## src/rtl/dram_host_defines.svh

```systemverilog
`ifndef DRAM_HOST_DEFINES_SVH
`define DRAM_HOST_DEFINES_SVH

// ----------------------------------------------------------------------------
// clock and rounding
// ----------------------------------------------------------------------------
`define CLK_NS              50
`define CEIL_CYC(ns)        ((((ns) + `CLK_NS - 1) / `CLK_NS) < 1 ? 1 : (((ns) + `CLK_NS - 1) / `CLK_NS))
`define FLOOR_CYC(ns)       (((ns) / `CLK_NS) < 1 ? 1 : ((ns) / `CLK_NS))

// ----------------------------------------------------------------------------
// power-up and refresh
// ----------------------------------------------------------------------------
`define T_INIT_NS           100000
`define INIT_REF_CYCLES     8
`define T_REFRESH_PERIOD_NS 8000000
`define REF_ROWS            512
`define INIT_CYC            `CEIL_CYC(`T_INIT_NS)
`define REF_CYC             `FLOOR_CYC(`T_REFRESH_PERIOD_NS / `REF_ROWS)

// ----------------------------------------------------------------------------
// strobe timing, fastest grade
// ----------------------------------------------------------------------------
`define T_RC_NS             125
`define T_RP_NS             55
`define T_RAS_NS            60
`define T_CAS_NS            20
`define T_CSR_NS            10
`define T_CHR_NS            15
`define T_RPC_NS            10
`define T_PC_NS             45
`define T_CP_NS             10
`define T_PAGE_ROW_STROBE_WIDTH_NS 100000
`define T_AA_NS             30
`define T_CAC_NS            20
`define T_ACP_NS            40
`define T_OFF_NS            20
`define T_ROW_TO_COL_STROBE_DELAY_MAX_NS 40
`define T_ROW_TO_COL_ADDR_DELAY_MAX_NS   30

`define RC_CYC              `CEIL_CYC(`T_RC_NS)
`define RP_CYC              `CEIL_CYC(`T_RP_NS)
`define RAS_CYC             `CEIL_CYC(`T_RAS_NS)
`define CSR_CYC             `CEIL_CYC(`T_CSR_NS)
`define CHR_CYC             `CEIL_CYC(`T_CHR_NS)
`define RASC_CYC            `FLOOR_CYC(`T_PAGE_ROW_STROBE_WIDTH_NS)
`define PAGE_GUARD_CYC      4
`define ACC_NS              ((`T_ACP_NS > `T_AA_NS) ? ((`T_ACP_NS > `T_CAC_NS) ? `T_ACP_NS : `T_CAC_NS) : \
                             ((`T_AA_NS > `T_CAC_NS) ? `T_AA_NS : `T_CAC_NS))
`define COL_CYC             ((`CEIL_CYC(`ACC_NS) > `CEIL_CYC(`T_CAS_NS)) ? `CEIL_CYC(`ACC_NS) : `CEIL_CYC(`T_CAS_NS))
`define CBR_HOLD_CYC        ((`RAS_CYC > `CHR_CYC) ? (`RAS_CYC - `CHR_CYC) : 1)

`endif

```

## src/rtl/dram_host_pkg.sv

```systemverilog
package dram_host_pkg;

   typedef enum logic [3:0] {
      ST_POWERUP,
      ST_IDLE,
      ST_ROW,
      ST_COL,
      ST_PAGE_PRE,
      ST_ROR,
      ST_CBR_SETUP,
      ST_CBR_RAS,
      ST_CBR_HOLD
   } ctrl_state_type;

endpackage

```

## src/rtl/dram_host_ctrl.sv

```systemverilog
`timescale 1ns/100ps
`include "dram_host_defines.svh"

module dram_host_ctrl
   import dram_host_pkg::*;
#(
   parameter int ADDR_W   = 9,
   parameter int DATA_W   = 32,
   parameter int LANES    = 4,
   parameter int RS_W     = 3,
   parameter int TIMER_W  = 12,
   parameter int INIT_CYC = `INIT_CYC,
   parameter int REF_CYC  = `REF_CYC,
   parameter int RASC_CYC = `RASC_CYC
) (
   input  wire logic                  clk_sys,
   input  wire logic                  sys_rst,
   input  wire logic                  refresh_use_cbr,
   input  wire logic                  req_valid,
   output logic                       req_ready,
   input  wire logic                  req_write,
   input  wire logic [2*ADDR_W-1:0]   req_addr,
   input  wire logic [LANES-1:0]      req_be,
   input  wire logic [DATA_W-1:0]     req_wdata,
   output logic                       resp_valid,
   output logic      [DATA_W-1:0]     resp_rdata,
   output logic                       init_done,
   output logic      [RS_W-1:0]       row_strobe_n,
   output logic      [LANES-1:0]      column_strobe_n,
   output logic                       write_enable_n,
   output logic      [ADDR_W-1:0]     mux_address,
   input  wire logic [DATA_W-1:0]     data_bus_in,
   output logic      [DATA_W-1:0]     data_bus_out,
   output logic      [DATA_W-1:0]     data_bus_oe
);

   // ------------------------------------------------------------------------
   // declarations
   // ------------------------------------------------------------------------
   ctrl_state_type       state_r;
   ctrl_state_type       state_nxt;
   logic [2:0]           cnt_r;
   logic [2:0]           cnt_nxt;
   logic [3:0]           init_left_r;
   logic                 ref_pending_r;
   logic                 ref_pending_nxt;
   logic [ADDR_W-1:0]    ref_row_r;
   logic [ADDR_W-1:0]    cur_row_r;
   logic [ADDR_W-1:0]    col_r;
   logic [LANES-1:0]     be_r;
   logic                 write_r;
   logic                 ras_low_r;
   logic                 ras_low_nxt;
   logic [LANES-1:0]     cas_n_r;
   logic [LANES-1:0]     cas_n_nxt;
   logic                 we_n_r;
   logic                 we_low_nxt;
   logic [ADDR_W-1:0]    addr_r;
   logic [ADDR_W-1:0]    addr_nxt;
   logic                 oe_r;
   logic [DATA_W-1:0]    dout_r;
   logic [DATA_W-1:0]    rdata_r;
   logic                 resp_valid_r;

   logic [TIMER_W-1:0]   page_count;
   logic                 init_expired;
   logic                 ref_tick;
   logic                 rc_expired;
   logic                 rp_expired;
   logic                 ras_fall;
   logic                 ras_rise;
   logic                 timers_ok;
   logic                 start_ref;
   logic                 accept_idle;
   logic                 accept_page;
   logic                 page_hit;
   logic                 col_last;
   logic                 ror_last;
   logic                 cbr_ras_last;
   logic                 cbr_hold_last;
   logic                 sample_read;
   logic [ADDR_W-1:0]    req_row;
   logic [ADDR_W-1:0]    req_col;

   // ------------------------------------------------------------------------
   // interval timers
   // ------------------------------------------------------------------------
   // power-up pause, counted once after reset
   interval_timer #(.W(TIMER_W), .RESET_VAL(TIMER_W'(INIT_CYC - 1))) u_init_timer (
      .clk_sys  (clk_sys),
      .sys_rst  (sys_rst),
      .load     (1'b0),
      .load_val ('0),
      .count    (),
      .expired  (init_expired)
   );

   // one refresh slot per row within the refresh period
   interval_timer #(.W(TIMER_W), .RESET_VAL(TIMER_W'(REF_CYC - 1))) u_ref_timer (
      .clk_sys  (clk_sys),
      .sys_rst  (sys_rst),
      .load     (ref_tick),
      .load_val (TIMER_W'(REF_CYC - 1)),
      .count    (),
      .expired  (ref_tick)
   );

   // row cycle time from each row strobe fall
   interval_timer #(.W(TIMER_W), .RESET_VAL('0)) u_rc_timer (
      .clk_sys  (clk_sys),
      .sys_rst  (sys_rst),
      .load     (ras_fall),
      .load_val (TIMER_W'(`RC_CYC - 1)),
      .count    (),
      .expired  (rc_expired)
   );

   // row precharge from each row strobe rise
   interval_timer #(.W(TIMER_W), .RESET_VAL('0)) u_rp_timer (
      .clk_sys  (clk_sys),
      .sys_rst  (sys_rst),
      .load     (ras_rise),
      .load_val (TIMER_W'(`RP_CYC - 1)),
      .count    (),
      .expired  (rp_expired)
   );

   // longest row strobe low time in a page
   interval_timer #(.W(TIMER_W), .RESET_VAL('0)) u_page_timer (
      .clk_sys  (clk_sys),
      .sys_rst  (sys_rst),
      .load     (ras_fall),
      .load_val (TIMER_W'(RASC_CYC - 1)),
      .count    (page_count),
      .expired  ()
   );

   // ------------------------------------------------------------------------
   // decode
   // ------------------------------------------------------------------------
   assign req_row       = req_addr[2*ADDR_W-1:ADDR_W];
   assign req_col       = req_addr[ADDR_W-1:0];
   assign ras_fall      = ras_low_nxt & ~ras_low_r;
   assign ras_rise      = ~ras_low_nxt & ras_low_r;
   assign timers_ok     = rc_expired & rp_expired;
   assign init_done     = (init_left_r == 4'h0) && (state_r != ST_POWERUP);
   assign col_last      = (cnt_r == 3'(`COL_CYC - 1));
   assign ror_last      = (cnt_r == 3'(`RAS_CYC - 1));
   assign cbr_ras_last  = (cnt_r == 3'(`CHR_CYC - 1));
   assign cbr_hold_last = (cnt_r == 3'(`CBR_HOLD_CYC - 1));
   assign start_ref     = (state_r == ST_IDLE) && timers_ok && (ref_pending_r || !init_done);
   assign accept_idle   = (state_r == ST_IDLE) && timers_ok && init_done && !ref_pending_r && req_valid;
   assign page_hit      = req_valid && !ref_pending_r && (req_row == cur_row_r) && (req_write == write_r)
                          && (page_count > TIMER_W'(`PAGE_GUARD_CYC));
   assign accept_page   = (state_r == ST_COL) && col_last && page_hit;
   assign req_ready     = accept_idle || accept_page;
   assign sample_read   = (state_r == ST_COL) && col_last && !write_r;

   // refresh request stays pending until served; a new tick wins
   assign ref_pending_nxt = ref_tick | (ref_pending_r & ~start_ref);

   // ------------------------------------------------------------------------
   // sequencer
   // ------------------------------------------------------------------------
   always_comb
   begin
      state_nxt = state_r;
      unique case (state_r)
         ST_POWERUP:
            if (init_expired)
               state_nxt = ST_IDLE;
         ST_IDLE:
            if (start_ref)
               state_nxt = (init_done && refresh_use_cbr) ? ST_CBR_SETUP : ST_ROR;
            else if (accept_idle)
               state_nxt = ST_ROW;
         ST_ROW:
            state_nxt = ST_COL;
         ST_COL:
            if (col_last)
               state_nxt = accept_page ? ST_PAGE_PRE : ST_IDLE;
         ST_PAGE_PRE:
            state_nxt = ST_COL;
         ST_ROR:
            if (ror_last)
               state_nxt = ST_IDLE;
         ST_CBR_SETUP:
            state_nxt = ST_CBR_RAS;
         ST_CBR_RAS:
            if (cbr_ras_last)
               state_nxt = ST_CBR_HOLD;
         ST_CBR_HOLD:
            if (cbr_hold_last)
               state_nxt = ST_IDLE;
         default:
            state_nxt = ST_IDLE;
      endcase
   end

   assign cnt_nxt = (state_nxt != state_r) ? 3'h0 : cnt_r + 3'h1;

   // ------------------------------------------------------------------------
   // pin values for the next cycle
   // ------------------------------------------------------------------------
   assign ras_low_nxt = (state_nxt == ST_ROW) || (state_nxt == ST_COL) || (state_nxt == ST_PAGE_PRE)
                        || (state_nxt == ST_ROR) || (state_nxt == ST_CBR_RAS) || (state_nxt == ST_CBR_HOLD);

   assign cas_n_nxt = (state_nxt == ST_COL) ? ~be_r :
                      ((state_nxt == ST_CBR_SETUP) || (state_nxt == ST_CBR_RAS)) ? '0 :
                      '1;

   assign addr_nxt = (state_nxt == ST_ROW) ? req_row :
                     (state_nxt == ST_COL) ? col_r :
                     (state_nxt == ST_ROR) ? ref_row_r :
                     addr_r;

   // write enable low from row strobe, ahead of column fall; high for reads
   assign we_low_nxt = ((state_nxt == ST_ROW) && req_write)
                       || (((state_nxt == ST_COL) || (state_nxt == ST_PAGE_PRE)) && write_r);

   // ------------------------------------------------------------------------
   // state and counters
   // ------------------------------------------------------------------------
   always_ff @(posedge clk_sys)
   begin
      if (sys_rst)
      begin
         state_r       <= ST_POWERUP;
         cnt_r         <= 3'h0;
         ref_pending_r <= 1'b0;
      end
      else
      begin
         state_r       <= state_nxt;
         cnt_r         <= cnt_nxt;
         ref_pending_r <= ref_pending_nxt;
      end
   end

   // eight row-only cycles before first access, row counter for refresh
   always_ff @(posedge clk_sys)
   begin
      if (sys_rst)
      begin
         init_left_r <= 4'(`INIT_REF_CYCLES);
         ref_row_r   <= '0;
      end
      else if ((state_r == ST_ROR) && ror_last)
      begin
         if (init_left_r != 4'h0)
            init_left_r <= init_left_r - 4'h1;
         ref_row_r <= ref_row_r + ADDR_W'(1);
      end
   end

   // ------------------------------------------------------------------------
   // request capture
   // ------------------------------------------------------------------------
   always_ff @(posedge clk_sys)
   begin
      if (sys_rst)
      begin
         cur_row_r <= '0;
         col_r     <= '0;
         be_r      <= '0;
         write_r   <= 1'b0;
         dout_r    <= '0;
      end
      else if (req_ready)
      begin
         cur_row_r <= req_row;
         col_r     <= req_col;
         be_r      <= req_be;
         write_r   <= req_write;
         dout_r    <= req_wdata;
      end
   end

   // ------------------------------------------------------------------------
   // pin registers
   // ------------------------------------------------------------------------
   always_ff @(posedge clk_sys)
   begin
      if (sys_rst)
      begin
         ras_low_r <= 1'b0;
         cas_n_r   <= '1;
         we_n_r    <= 1'b1;
         addr_r    <= '0;
         oe_r      <= 1'b0;
      end
      else
      begin
         ras_low_r <= ras_low_nxt;
         cas_n_r   <= cas_n_nxt;
         we_n_r    <= ~we_low_nxt;
         addr_r    <= addr_nxt;
         // drive only on writes; reads release through precharge first
         oe_r      <= we_low_nxt;
      end
   end

   // ------------------------------------------------------------------------
   // read return
   // ------------------------------------------------------------------------
   always_ff @(posedge clk_sys)
   begin
      if (sys_rst)
      begin
         rdata_r      <= '0;
         resp_valid_r <= 1'b0;
      end
      else
      begin
         resp_valid_r <= sample_read;
         if (sample_read)
            rdata_r <= data_bus_in;
      end
   end

   // ------------------------------------------------------------------------
   // outputs
   // ------------------------------------------------------------------------
   assign row_strobe_n    = {RS_W{~ras_low_r}};
   assign column_strobe_n = cas_n_r;
   assign write_enable_n  = we_n_r;
   assign mux_address     = addr_r;
   assign data_bus_out    = dout_r;
   assign data_bus_oe     = {DATA_W{oe_r}};
   assign resp_valid      = resp_valid_r;
   assign resp_rdata      = rdata_r;

endmodule // dram_host_ctrl

```

## src/rtl/interval_timer.sv

```systemverilog
`timescale 1ns/100ps

// ----------------------------------------------------------------------------
// down counter, reload on demand
// ----------------------------------------------------------------------------
module interval_timer #(
   parameter int              W         = 12,
   parameter logic [W-1:0]    RESET_VAL = '0
) (
   input  wire logic          clk_sys,
   input  wire logic          sys_rst,
   input  wire logic          load,
   input  wire logic [W-1:0]  load_val,
   output logic      [W-1:0]  count,
   output logic               expired
);

   logic [W-1:0] count_r;
   logic [W-1:0] count_nxt;

   assign expired   = (count_r == '0);
   assign count_nxt = load ? load_val : (expired ? count_r : count_r - W'(1));
   assign count     = count_r;

   always_ff @(posedge clk_sys)
   begin
      if (sys_rst)
         count_r <= RESET_VAL;
      else
         count_r <= count_nxt;
   end

endmodule // interval_timer

```

## config.mk

```make
export PLATFORM = sky130hd
export DESIGN_NAME = dram_host_ctrl
export DESIGN_NICKNAME = d
export VERILOG_FILES = /design/src/rtl/dram_host_pkg.sv /design/src/rtl/dram_host_ctrl.sv /design/src/rtl/interval_timer.sv
export VERILOG_INCLUDE_DIRS = /design/src /design/src/rtl
export SDC_FILE = /design/constraint.sdc
export NUM_CORES = 1
export LEC_CHECK = 0
export BUFFER_PORTS_ARGS = -buffer_cell sky130_fd_sc_hd__buf_2
export CAP_MARGIN = 10
export CORE_MARGIN = 3
export CORE_UTILIZATION = 31
export DETAILED_ROUTE_END_ITERATION = 10
export SLEW_MARGIN = 0
export SYNTH_ARGS = -nofsm -noshare
export SYNTH_HDL_FRONTEND = slang
export SYNTH_SLANG_ARGS = --single-unit
```

## constraint.sdc

```tcl
create_clock -name clk_sys -period 8 [get_ports clk_sys]
set_clock_uncertainty 0.2 [all_clocks]
set_input_delay 0.8 -clock clk_sys [delete_from_list [all_inputs] [get_ports clk_sys]]
set_output_delay 0.8 -clock clk_sys [all_outputs]
set_load 0.01 [all_outputs]
```

==> results.ini <==
[yosys]
synth-seq-area-share_pct=44.9
netlist_area_um2=8250
synth_flop_cell=dfxtp_1
synth-seq-cells=185
async_flop_share_pct=0
muxShareOfSynthArea_pct=2.56
synth_compound_gate_area_share_pct=11.5
synth_top_family_by_area=simple AND/OR/NAND/NOR gates
synth_nets=1079
syn_avg_cell_area_um2=8.47
netlist_instances=974
synthAdderAreaFrac_pct=2.12
synth_cell_types=65
synth-edff-count=0
synthXorXnorAreaFrac_pct=7.01
synthSimpleGateAreaFrac_pct=24.5
yosys_warnings=0

[route]
routedWlPerCell_um=13.4
vias=6867
ant_nets=0
drc=0
drtIter0Drc=356
drt_pass1_iterations=4
vias_per_cell=4.68
drt_wl_total_um=19700

[sta]
slew_violations=0
finalHoldViolations=0
setup_viol=0
rsz0062_at_grt=no
worst-slew-pin-transition_ps=1050
post-route-min-period_ps=4000
clock.fmax_ghz=0.250
period_share_pct=50.0
fin_setup_tns_ps=0
max_slew_margin_pct=30.3

[global_routing]
grt_pass1_vias=6510
grt_use_met1_pct=16.8
antenna_found_initial=3
grtUsageTotal_pct=13.5
overflow=0
met3_usage_pct=4.57
gr-max-usage-layer=met2
grt_max_degree=103
grt_use_met2_pct=22.3
grt_pass1_wl_um=32000

[clock_tree]
hold_buffers=0
cts_setup_buffers=0
root_buffer=clkbuf_16
cts.clk_slew.worst_paths_ps=70
htreeDepth=4
clock_path_buffers=2
cts_tree=done
cts-resized-gates=0
cts-buffers-inserted=17
clock-sinks=185
clk_latency_ps=430

[run_status]
outcome=finished, final reports clean

[setup_path]
worstSetupPathType=flop to output pin
cp_max_fo=19
required_ps=7000
startpoint_type=flop
endpoint_kind=output pin
arrival_ps=3000

[placement]
gp_congestion=0.808
port_buffers=206
dp.cells=1436
dp.final_hpwl_um=13800
place_area_um2=9230

[pwr]
p_per_area_nw_per_um2=241
power.leakage_nw=4.02
vdd_drop_max_mv=0.127

[floorplan]
die-area_um2=28600
die_w_um=169
start_util_pct=31.6
design.core.area_um2=26100
pin_count=207
rows=59
die_h_um=169

[finish]
insertedDiodeCount=0
syn2layout_area_growth_pct=18.8
design_area_um2=9810
stdcell_count=1468
nNetsFinal=1225
drive_above_1_share_pct=25.2

[min_path]
hp-class=flop to flop

[run]
cap_violations=0

layout make-up:
| type | instances | area (um^2) |
|---|---|---|
| inverters | 22 | 82.6 |
| clock buffers | 17 | 425 |
| clock inverters | 15 | 155 |
| well taps | 335 | 419 |
| fillers | 2748 | 16300 |
| flip-flops and latches | 185 | 3700 |
| repair buffers | 213 | 1090 |
| multi-input cells | 681 | 3940 |
synth_stat cells, drive strengths merged (2+ instances only):
library cell / instances / area share (%)
a21oi: 102 / 6.2
nor3: 28 / 1.8
ha: 14 / 2.1
or3: 10 / 0.88
clkbuf: 31 / 1.4
nand4b: 2 / 0.21
and2: 4 / 0.35
nand2b: 24 / 1.8
o31ai: 3 / 0.27
a21o: 3 / 0.27
nor2: 74 / 3.8
dfxtp: 185 / 45
xor2: 24 / 2.5
nand4: 9 / 0.86
xnor2: 42 / 4.5
o21ai: 18 / 1.1
a211oi: 3 / 0.27
a21boi: 3 / 0.27
inv: 22 / 1.0
nand2: 206 / 9.4
and2b: 2 / 0.20
buf: 55 / 5.0
nor3b: 3 / 0.27
o22ai: 7 / 0.53
and4: 2 / 0.24
or4b: 2 / 0.24
or4: 6 / 0.67
a211o: 11 / 1.2
a2111oi: 2 / 0.45
nor4: 24 / 2.0
mux2i: 20 / 2.4
nor2b: 4 / 0.30
a31oi: 2 / 0.15
or2: 3 / 0.23
nand3: 9 / 0.55
or3b: 5 / 0.53
power by group:
group          switching [mW]  internal, mW
combinational           0.257         0.235
sequential             0.0608         0.990
clock                   0.408         0.417
critical path, cell delays in order (launching register included):
cell and delay [ps]:
dfxtp_1 310, inv_1 100, ha_1 150, or3b_2 520, a21oi_1 430, or3b_1 670
nand2_1 230, buf_2 160
layer usage:
metal,vias to the layer above,share of wire (%)
li1,3527,-
met1,3137,45
met2,168,46
met3,29,6.8
met4,6,1.5
met5,-,0.20
metrics by stage:
step	total power [mW]	hold WS, ps	worst slack (ps)	utilization (%)
final	2.37	199	4000	37.5
after global routing	2.50	228	3840	37.5
after CTS	2.40	206	4000	37.5
after detailed placement	1.57	189	4250	35.3
after global placement	1.56	189	4380	35.3
after floorplan	1.47	171	4820	-
placed cells by master, fill, tap and decap left out, drive strengths merged, types with 3 or more instances in the layout:
master | Yosys | routed
or4 | 6 | 6
o31ai | 3 | 3
a211o | 11 | 11
and2 | 4 | 4
or2 | 3 | 3
or3b | 5 | 5
a211oi | 3 | 3
dfxtp | 185 | 185
nand2b | 24 | 24
a21boi | 3 | 3
a21o | 3 | 3
mux2i | 20 | 20
or3 | 10 | 10
nor2b | 4 | 4
nand2 | 206 | 206
ha | 14 | 14
nor3b | 3 | 3
nor2 | 74 | 74
o22ai | 7 | 7
clkinv | 0 | 3
inv | 22 | 29
nor3 | 28 | 28
clkinvlp | 0 | 5
clkbuf | 31 | 17
nand4 | 9 | 9
buf | 55 | 213
nand3 | 9 | 9
a21oi | 102 | 102
nor4 | 24 | 24
o21ai | 18 | 18
xor2 | 24 | 24
xnor2 | 42 | 42
flip-flops by register name, indices dropped and copies added, names as in the netlist, 9 cells and up:
signal / cells
data_bus_out: 32
resp_rdata: 32
u_init_timer.count: 12
cur_row_r: 9
u_ref_timer.count: 12
mux_address: 9
u_page_timer.count: 12
ref_row_r: 9
u_rc_timer.count: 12
u_rp_timer.count: 12
col_r: 9
cell families after synthesis:
family	Yosys count
compound gates	160
buf+inv	108
fa+ha+maj	14
xor+xnor	66
simple gates	420
flops	185
mux	21
worst paths after layout:
check                                                      start                               to  cells after the start  slack (ps)
worst max register to register  u_rp_timer.count[0]$_SDFFE_PP0P_    data_bus_out[24]$_SDFFE_PP0P_                     10        4280
worst max-delay path                 init_left_r[0]$_SDFFE_PP0P_                        req_ready                      7        4000
worst min register to register   u_ref_timer.count[0]$_SDFF_PP1_  u_ref_timer.count[0]$_SDFF_PP1_                      1         200
worst min-delay path             u_ref_timer.count[0]$_SDFF_PP1_  u_ref_timer.count[0]$_SDFF_PP1_                      1         200
No activity file was read; power rests on OpenSTA's default activity.
